===== src/pkg/mmt_pkg.sv =====
/*
 * Constants, types and carriers of the six-channel multimode timer.
 * Assumes one 250 MHz system clock and an APB master with 32-bit data.
 */
// Operation
// - Channels 0-1 count system clock, timebase /2../32, or external pin edges.
// - Channels 2-5 count system clock or timebase /2 up to /128.
// - Writing one to start bits starts those channels together.
// - Writing one to stop bits clears enable, stopping those channels together.
// - Auto-reload: overflow loads reload value and raises overflow request.
// - Auto-reload leaves the output level unchanged.
// - Compare-output: counter equal to compare updates output per level select.
// - Level 00 drives low, 01 high, 10 toggles on match.
// - Compare-output raises overflow and event requests.
// - PWM period from reload value, first part length from compare.
// - PWM level 00 low while counter <= compare, else high; 01 inverted.
// - PWM raises only the overflow request.
// - Capture copies the counter into compare/capture on selected pin edges.
// - Capture raises overflow and event requests.
// - External clock sampled each edge; count two edges after sampling.
// - Capture pin sampled each edge; copy two edges after sampling.
// - Capture mode releases the shared pin as an input.
// - Compare-output and PWM drive the shared pin.
// - Compare output changes on the count pulse after the match.
// - PWM output changes on the count pulse after the relation holds.
// - Counter is 16 bits; software counter write also loads reload.
// - Flags clear by writing one; overflow flag sets in every mode.
// - Software output write beats a simultaneous hardware update.
package mmt_pkg;
	localparam int NCH = 6;
	// Register map, byte addresses
	localparam logic [7:0] OFS_STRIDE = 8'h20;
	localparam logic [4:0] OFS_CTRL = 5'h00;
	localparam logic [4:0] OFS_CNT = 5'h04;
	localparam logic [4:0] OFS_RLD = 5'h08;
	localparam logic [4:0] OFS_CMP = 5'h0c;
	localparam logic [4:0] OFS_LVL = 5'h10;
	localparam logic [4:0] OFS_OUT = 5'h14;
	localparam logic [4:0] OFS_FLAG = 5'h18;
	localparam logic [7:0] OFS_START = 8'hc0;
	localparam logic [7:0] OFS_STOP = 8'hc4;
	// Field positions
	localparam int CTRL_MODE_LSB = 0;
	localparam int CTRL_CSEL_LSB = 2;
	localparam int FLAG_OVF = 0;
	localparam int FLAG_EVT = 1;
	// Operating modes
	localparam logic [1:0] MODE_ART = 2'h0;
	localparam logic [1:0] MODE_CMO = 2'h1;
	localparam logic [1:0] MODE_PWM = 2'h2;
	localparam logic [1:0] MODE_CAP = 2'h3;
	// Level select codes
	localparam logic [1:0] LV_LOW = 2'h0;
	localparam logic [1:0] LV_HIGH = 2'h1;
	localparam logic [1:0] LV_TOG = 2'h2;
	localparam logic [1:0] LV_RISE = 2'h0;
	localparam logic [1:0] LV_FALL = 2'h1;
	localparam logic [1:0] LV_BOTH = 2'h2;
	// Count clock select codes
	localparam logic [2:0] CS_SYS = 3'h0;
	localparam logic [2:0] CS_EXT_R = 3'h6;
	localparam logic [2:0] CS_EXT_F = 3'h7;
	// Timebase clock period in system clocks
	localparam logic [7:0] TB_DIV = 8'h04;
	typedef enum logic [1:0] {ST_IDLE = 2'b00, ST_RESP = 2'b01} mmt_apb_st_t;
	typedef struct packed {
		logic [7:0] paddr;
		logic psel;
		logic penable;
		logic pwrite;
		logic [31:0] pwdata;
	} mmt_apb_req_t;
	typedef struct packed {
		logic [31:0] prdata;
		logic pready;
		logic pslverr;
	} mmt_apb_rsp_t;
endpackage : mmt_pkg


===== src/mmt_top.sv =====
/*
 * Six 16-bit multimode timer channels with an APB register slave.
 * Assumes pins are asynchronous to CLK and the APB master follows APB.
 */
`timescale 1ns/1ps
module mmt_top (
	// Clock and reset
	input wire logic CLK,
	input wire logic SRST,
	// APB slave
	input mmt_pkg::mmt_apb_req_t APB_IN,
	output mmt_pkg::mmt_apb_rsp_t APB_OUT,
	// External count clocks of channels 0 and 1
	input wire logic [1:0] EXT_CLK_PIN,
	// Shared timer pins
	input wire logic [5:0] IO_PIN_I,
	output logic [5:0] IO_PIN_O,
	output logic [5:0] IO_PIN_OE_N,
	// Interrupt requests, one-cycle pulses
	output logic [5:0] OVF_IRQ,
	output logic [5:0] EVT_IRQ
);
	import mmt_pkg::*;

	typedef struct packed {
		mmt_apb_st_t st;
		logic [31:0] prdata;
		logic pready;
		logic pslverr;
		logic [5:0] en;
		logic [5:0][1:0] mode;
		logic [5:0][2:0] csel;
		logic [5:0][15:0] cnt;
		logic [5:0][15:0] rld;
		logic [5:0][15:0] cmp;
		logic [5:0][1:0] lvl;
		logic [5:0] outl;
		logic [5:0] oe_n;
		logic [5:0] f_ovf;
		logic [5:0] f_evt;
		logic [5:0] ovf_irq;
		logic [5:0] evt_irq;
		logic [7:0] tb_cnt;
		logic [6:0] pre;
		logic [1:0] ext_s1;
		logic [1:0] ext_s2;
		logic [1:0] ext_s3;
		logic [5:0] cap_s1;
		logic [5:0] cap_s2;
		logic [5:0] cap_s3;
	} mmt_state_t;

	mmt_state_t s_reg;
	mmt_state_t s_next;

	// Count pulse from the clock select code
	function automatic logic sel_tick(input int ch, input logic [2:0] sel,
		input logic tb, input logic [6:0] pre, input logic er,
		input logic ef);
		logic t;
		t = 1'b0;
		case (sel)
			CS_SYS: t = 1'b1;
			3'h1: t = tb & pre[0];
			3'h2: t = tb & (&pre[1:0]);
			3'h3: t = tb & (&pre[2:0]);
			3'h4: t = tb & (&pre[3:0]);
			3'h5: t = tb & (&pre[4:0]);
			CS_EXT_R: t = (ch < 2) ? er : (tb & (&pre[5:0]));
			CS_EXT_F: t = (ch < 2) ? ef : (tb & (&pre[6:0]));
			default: t = 1'b0;
		endcase
		return t;
	endfunction : sel_tick

	// Address decode of the register map
	function automatic logic is_mapped(input logic [7:0] a);
		return (a == OFS_START) || (a == OFS_STOP) ||
			((a[7:5] < 3'h6) && (a[1:0] == 2'h0) && (a[4:0] <= OFS_FLAG));
	endfunction : is_mapped

	logic tb;
	logic acc;
	logic wr;
	logic [2:0] ch;
	logic [4:0] rg;
	logic [31:0] rdv;
	logic [1:0] ext_r;
	logic [1:0] ext_f;
	logic [5:0] cap_r;
	logic [5:0] cap_f;
	logic [5:0] tk;
	logic [5:0] ovf;
	logic [5:0] evt;
	logic [5:0] sw_out;

	// Next state: sync, timebase, APB, channels
	always_comb begin
		s_next = s_reg;
		s_next.ovf_irq = '0;
		s_next.evt_irq = '0;
		tk = '0;
		ovf = '0;
		evt = '0;
		sw_out = '0;
		// Three flip-flops on every pin, edges from the second and third stages
		s_next.ext_s1 = EXT_CLK_PIN;
		s_next.ext_s2 = s_reg.ext_s1;
		s_next.ext_s3 = s_reg.ext_s2;
		s_next.cap_s1 = IO_PIN_I;
		s_next.cap_s2 = s_reg.cap_s1;
		s_next.cap_s3 = s_reg.cap_s2;
		ext_r = s_reg.ext_s2 & ~s_reg.ext_s3;
		ext_f = ~s_reg.ext_s2 & s_reg.ext_s3;
		cap_r = s_reg.cap_s2 & ~s_reg.cap_s3;
		cap_f = ~s_reg.cap_s2 & s_reg.cap_s3;
		// Timebase pulse and shared prescaler
		tb = (s_reg.tb_cnt == TB_DIV - 8'h01);
		s_next.tb_cnt = tb ? 8'h00 : s_reg.tb_cnt + 8'h01;
		if (tb) begin
			s_next.pre = s_reg.pre + 7'h01;
		end
		// APB: one wait state, write lands when pready is seen high
		acc = APB_IN.psel & APB_IN.penable;
		wr = (s_reg.st == ST_RESP) & acc & APB_IN.pwrite & ~s_reg.pslverr;
		ch = APB_IN.paddr[7:5];
		rg = APB_IN.paddr[4:0];
		rdv = '0;
		if (APB_IN.paddr == OFS_START) begin
			rdv[5:0] = s_reg.en;
		end else if (ch < 3'h6) begin
			case (rg)
				OFS_CTRL: rdv[4:0] = {s_reg.csel[ch], s_reg.mode[ch]};
				OFS_CNT: rdv[15:0] = s_reg.cnt[ch];
				OFS_RLD: rdv[15:0] = s_reg.rld[ch];
				OFS_CMP: rdv[15:0] = s_reg.cmp[ch];
				OFS_LVL: rdv[1:0] = s_reg.lvl[ch];
				OFS_OUT: rdv[0] = s_reg.outl[ch];
				OFS_FLAG: rdv[1:0] = {s_reg.f_evt[ch], s_reg.f_ovf[ch]};
				default: rdv = '0;
			endcase
		end
		case (s_reg.st)
			ST_IDLE: begin
				if (acc) begin
					s_next.st = ST_RESP;
					s_next.pready = 1'b1;
					s_next.pslverr = ~is_mapped(APB_IN.paddr);
					s_next.prdata = APB_IN.pwrite ? 32'h0 : rdv;
				end
			end
			ST_RESP: begin
				s_next.st = ST_IDLE;
				s_next.pready = 1'b0;
				s_next.pslverr = 1'b0;
			end
			default: begin
				s_next.st = ST_IDLE;
				s_next.pready = 1'b0;
			end
		endcase
		// Channel engines
		for (int i = 0; i < NCH; i++) begin
			tk[i] = s_reg.en[i] & sel_tick(i, s_reg.csel[i], tb,
				s_reg.pre, ext_r[i % 2], ext_f[i % 2]);
			if (tk[i]) begin
				if (s_reg.cnt[i] == 16'hffff) begin
					s_next.cnt[i] = s_reg.rld[i];
					ovf[i] = 1'b1;
				end else begin
					s_next.cnt[i] = s_reg.cnt[i] + 16'h0001;
				end
				// Output moves on the pulse after the match
				case (s_reg.mode[i])
					MODE_CMO: begin
						if (s_reg.cnt[i] == s_reg.cmp[i]) begin
							evt[i] = 1'b1;
							case (s_reg.lvl[i])
								LV_LOW: s_next.outl[i] = 1'b0;
								LV_HIGH: s_next.outl[i] = 1'b1;
								LV_TOG: s_next.outl[i] = ~s_reg.outl[i];
								default: s_next.outl[i] = s_reg.outl[i];
							endcase
						end
					end
					MODE_PWM: begin
						s_next.outl[i] = (s_reg.cnt[i] <= s_reg.cmp[i]) ~^
							s_reg.lvl[i][0];
					end
					default: s_next.outl[i] = s_reg.outl[i];
				endcase
			end
			// Capture two edges after the pin was first sampled
			if (s_reg.en[i] && s_reg.mode[i] == MODE_CAP &&
				((cap_r[i] && s_reg.lvl[i] != LV_FALL) ||
				(cap_f[i] && s_reg.lvl[i] != LV_RISE))) begin
				s_next.cmp[i] = s_reg.cnt[i];
				evt[i] = 1'b1;
			end
			// Pin direction follows the mode
			s_next.oe_n[i] = (s_reg.mode[i] == MODE_CAP);
			// Software access to this channel
			if (wr && ch == i[2:0]) begin
				case (rg)
					OFS_CTRL: begin
						s_next.mode[i] = APB_IN.pwdata[CTRL_MODE_LSB +: 2];
						s_next.csel[i] = APB_IN.pwdata[CTRL_CSEL_LSB +: 3];
					end
					OFS_CNT: begin
						s_next.cnt[i] = APB_IN.pwdata[15:0];
						s_next.rld[i] = APB_IN.pwdata[15:0];
					end
					OFS_RLD: s_next.rld[i] = APB_IN.pwdata[15:0];
					OFS_CMP: begin
						if (!evt[i] || s_reg.mode[i] != MODE_CAP) begin
							s_next.cmp[i] = APB_IN.pwdata[15:0];
						end
					end
					OFS_LVL: s_next.lvl[i] = APB_IN.pwdata[1:0];
					OFS_OUT: begin
						s_next.outl[i] = APB_IN.pwdata[0];
						sw_out[i] = 1'b1;
					end
					OFS_FLAG: begin
						s_next.f_ovf[i] = s_reg.f_ovf[i] &
							~APB_IN.pwdata[FLAG_OVF];
						s_next.f_evt[i] = s_reg.f_evt[i] &
							~APB_IN.pwdata[FLAG_EVT];
					end
					default: s_next.mode[i] = s_reg.mode[i];
				endcase
			end
		end
		// Hardware set wins over a clear in the same cycle
		s_next.f_ovf = s_next.f_ovf | ovf;
		s_next.f_evt = s_next.f_evt | evt;
		s_next.ovf_irq = ovf;
		s_next.evt_irq = evt;
		// Group start and stop
		if (wr && APB_IN.paddr == OFS_START) begin
			s_next.en = s_reg.en | APB_IN.pwdata[5:0];
		end
		if (wr && APB_IN.paddr == OFS_STOP) begin
			s_next.en = s_reg.en & ~APB_IN.pwdata[5:0];
		end
	end

	// State register
	always_ff @(posedge CLK) begin
		if (SRST) begin
			s_reg <= '0;
		end else begin
			s_reg <= s_next;
		end
	end

	// Outputs straight from the state register
	assign APB_OUT.prdata = s_reg.prdata;
	assign APB_OUT.pready = s_reg.pready;
	assign APB_OUT.pslverr = s_reg.pslverr;
	assign IO_PIN_O = s_reg.outl;
	assign IO_PIN_OE_N = s_reg.oe_n;
	assign OVF_IRQ = s_reg.ovf_irq;
	assign EVT_IRQ = s_reg.evt_irq;
endmodule : mmt_top


===== config.mk =====
export PLATFORM = sky130hd
export DESIGN_NAME = mmt_top
export DESIGN_NICKNAME = d
export VERILOG_FILES = /design/src/pkg/mmt_pkg.sv /design/src/mmt_top.sv
export SDC_FILE = /design/constraint.sdc
export NUM_CORES = 1
export LEC_CHECK = 0
export ABC_AREA = 0
export BUFFER_PORTS_ARGS = -buffer_cell sky130_fd_sc_hd__buf_2
export CAP_MARGIN = 0
export CORE_MARGIN = 2
export CORE_UTILIZATION = 60
export CTS_BUF_LIST = sky130_fd_sc_hd__clkbuf_4 sky130_fd_sc_hd__clkbuf_8
export DETAILED_ROUTE_END_ITERATION = 10
export GPL_TIMING_DRIVEN = 1
export PLACE_DENSITY = 0.78
export SYNTH_ARGS = -nofsm -noshare
export SYNTH_HDL_FRONTEND = slang
export SYNTH_SLANG_ARGS = --single-unit

===== constraint.sdc =====
create_clock -name CLK -period 7.04 [get_ports CLK]
set_input_delay 1.056 -clock CLK [delete_from_list [all_inputs] [get_ports CLK]]
set_output_delay 1.056 -clock CLK [all_outputs]
set_load 0.01 [all_outputs]

==> flow_summary.ini <==
[yosys]
seq_area_frac_synth_pct = 32.4
ys_warn_count = 0
synth_ff_type = dfxtp_1
synth_top_cells_by_area = dfxtp_1, mux2i_1, ha_1
syn_inst = 3237
yosysTopAreaCellShare_pct = 32.4
synth.most_common_cell = dfxtp_1
synth.top_cells.by_count = dfxtp_1, nand2_1, nor2_1
synthDominantAreaCellType = dfxtp_1
fraction_of_registers_with_async_set_or_reset_after_synthesis_pct = 0
post_synth_edffs = 0
post_synth_instance_area_um2 = 26500
ys_seq_elements = 429
netlist-cell-type-count = 88
syn_area_per_cell_um2 = 8.19

[worst_setup_path]
critical_path_required_ps = 7600
ff2ff_path_depth = 11
setup.worst_path.end_class = flip-flop
worstSetupStartpointType = flip-flop
critical_path.top_delay_family = compound AO/OA/AOI/OAI gates
max_stage_delay_ps = 820
reg2reg_setup_slack_ps = 2410
critPathSlowestCell = a32o_1
r2r-start = s_reg[24]$_SDFFE_PP0N_
crit_path_cell_trace = ha_1, nand3_1, inv_1, ha_1, mux2i_1, nor3b_1, a311o_1, a32o_1, a41oi_2, or3_1, o21ai_0
worst_setup_path_startpoint = s_reg[24]$_SDFFE_PP0N_
timing.critical_path.mode_cell = ha_1
crit_arrival_ps = 5190
cp_num_buf_inv = 1
setup.worst_path.class = flip-flop to flip-flop
worstPathMaxFanout = 23
regToRegEndpoint = s_reg[142]$_SDFF_PP0_

[detailed_routing]
vias = 25600
post-route-drc-count = 2
ant_nets = 0
routed_via_density = 6.75
detail_route.iter0.violations = 3450
wire_per_inst_um = 25.4
drt_first_pass_iters = 11
routed_wirelength_um = 96500

[floorplanning]
dieHeight_um = 214
die_x_um = 214
num_rows = 77
coreArea_um2 = 43900
fp.dieArea_um2 = 45900
boundaryPins = 111
floorplan.initialDensity_pct = 60.3

[sta]
grt_setup_unrepaired = no
final_period_minus_worst_setup_slack_ps = 4630
finalSetupViolCount = 0
maxClockFrequency_ghz = 0.216
timing_hold_violations_final = 0
timing_max_transition_violations_final = 0
slew-limit-headroom_pct = 16.8
worst-slew-pin-transition_ps = 1250
fin_crit_sh_pct = 65.8
final.setup.worst_slack_ps = 2410
accumulated_negative_setup_slack_ps = 0
clock_skew_ps = 47.6

[grt]
grt_ovf = 0
first_global_vias = 23776
grt_antenna_before_repair = 0
grtUsageTotal_pct = 40.9
grt_first_pass_wirelength_um = 145000
largest_net_degree_at_the_start_of_global_routing = 148

[job]
max_cap_viol_count = 0

[power]
worst_ir_drop_vdd_v = 0.000180
power.density_nw_per_um2 = 188
report.power.total_mw = 5.32
power_leakage_nw = 10.4

[place]
preCtsSetupSlack_ps = 2560
port-buffer-count = 78
place_congestion = 1.01
detailedPlacementHpwl_um = 67800

[clock_network]
numCtsBuffers = 77
cts-hold-fix-buffers = 0
clock_insertion_delay_worst_skew_ps = 680
post-cts-setup-buffers = 0
clockBufferDepth = 3
post_cts_resized = 0
path_clk_slew_ps = 60
cts_sinks = 429
tritoncts = built
htree_num_levels = 3
cts_root_cell = clkbuf_8

[worst_hold_path]
hold-path-cell-count = 1
min_to = s_next[1]$_SDFF_PP0_
worst_hold_path_class = flip-flop to flip-flop
hp-start = s_next[7]$_SDFF_PP0_

[cells_and_area]
largest_register_ffs = 365
drive_above_1_share_pct = 12.1
fill_cells = 3799
nNetsFinal = 3322
area_growth_syn_to_fin_pct = 6.64

[status]
failed_checks = design-rule violations
status = finished with violations
==> report_power, final <==
| part | internal, mW | switching (mW) |
|---|---|---|
| Clock | 1.44 | 1.12 |
| Sequential | 2.44 | 0.0178 |
| Combinational | 0.0742 | 0.220 |
==> cell type report <==
type                    count  area (µm²)  share of cell area [%]
multi-input cells        2397       16100                    57.0
flip-flops and latches    429        8590                    30.4
clock buffers             124        1560                    5.53
well taps                 592         741                    2.62
repair buffers            111         682                    2.41
inverters                 129         484                    1.71
clock inverters            12         100                   0.354
diodes                      1        2.50                 0.00885
==> per-layer routing <==
metal	global-route usage (%)	part of all wire, %	up-vias
met5	0	0	-
met4	22.3	5.1	0
met3	9.21	12	278
met2	61.2	43	1597
met1	54.9	39	12267
li1	-	-	11458
==> metrics by stage <==
step	area (µm²)	util, %	hold WS [ps]	instances
2_1_floorplan	26600	-	414	3252
3_3_place_gp	26600	60.6	415	3658
3_5_place_dp	26600	60.6	425	3658
4_1_cts	28300	64.3	439	3794
5_1_grt	28300	64.3	455	3794
6_report	28300	64.3	435	3795
==> how the worst max path moves through the flow <==
| stage | to | cells past startpoint | slack, ps |
|---|---|---|---|
| 2_1_floorplan | s_reg[237]$_SDFFE_PP0P_ | 8 | 3990 |
| 3_3_place_gp | s_reg[292]$_SDFF_PP0_ | 8 | 2580 |
| 3_5_place_dp | s_reg[292]$_SDFF_PP0_ | 8 | 2560 |
| 4_1_cts | s_reg[142]$_SDFF_PP0_ | 11 | 2560 |
| 5_1_grt | s_reg[144]$_SDFF_PP0_ | 11 | 2140 |
| 6_report | s_reg[142]$_SDFF_PP0_ | 11 | 2410 |
==> cell usage in the layout, fill, tap and decap left out, types with 35 or more instances in the layout <==
cell type,instances
a21oi_1,237
a22oi_1,45
a31oi_1,37
and3_1,35
buf_2,75
clkbuf_8,101
dfxtp_1,429
ha_1,124
inv_1,129
mux2i_1,210
mux4_2,58
nand2_1,358
nand3_1,92
nand4_1,59
nor2_1,308
nor2b_1,42
nor3_1,84
o211ai_1,38
o21ai_0,176
or3_1,42
==> kinds of logic (layout without fill, tap and decap cells) <==
family	Yosys count	count (layout)	share of synthesized area, %
XOR/XNOR	22	22	0.727
multiplexers	301	301	14.3
adder cells (fa/ha/maj)	124	124	5.85
flip-flops	429	429	32.4
buffers and inverters	426	376	7.30
AO/OA/AOI/OAI	783	783	18.9
AND/OR/NAND/NOR	1151	1151	20.6
other	1	17	0.0141
==> worst register-to-register path, cell delays in order (launching register included) <==
cell and delay (ps):
dfxtp_1 580, ha_1 410, nand3_1 300, inv_1 190, ha_1 370, mux2i_1 120, nor3b_1 220, a311o_1 170
a32o_1 820, a41oi_2 720, or3_1 570, o21ai_0 70
(Power assumes the default switching activity.)
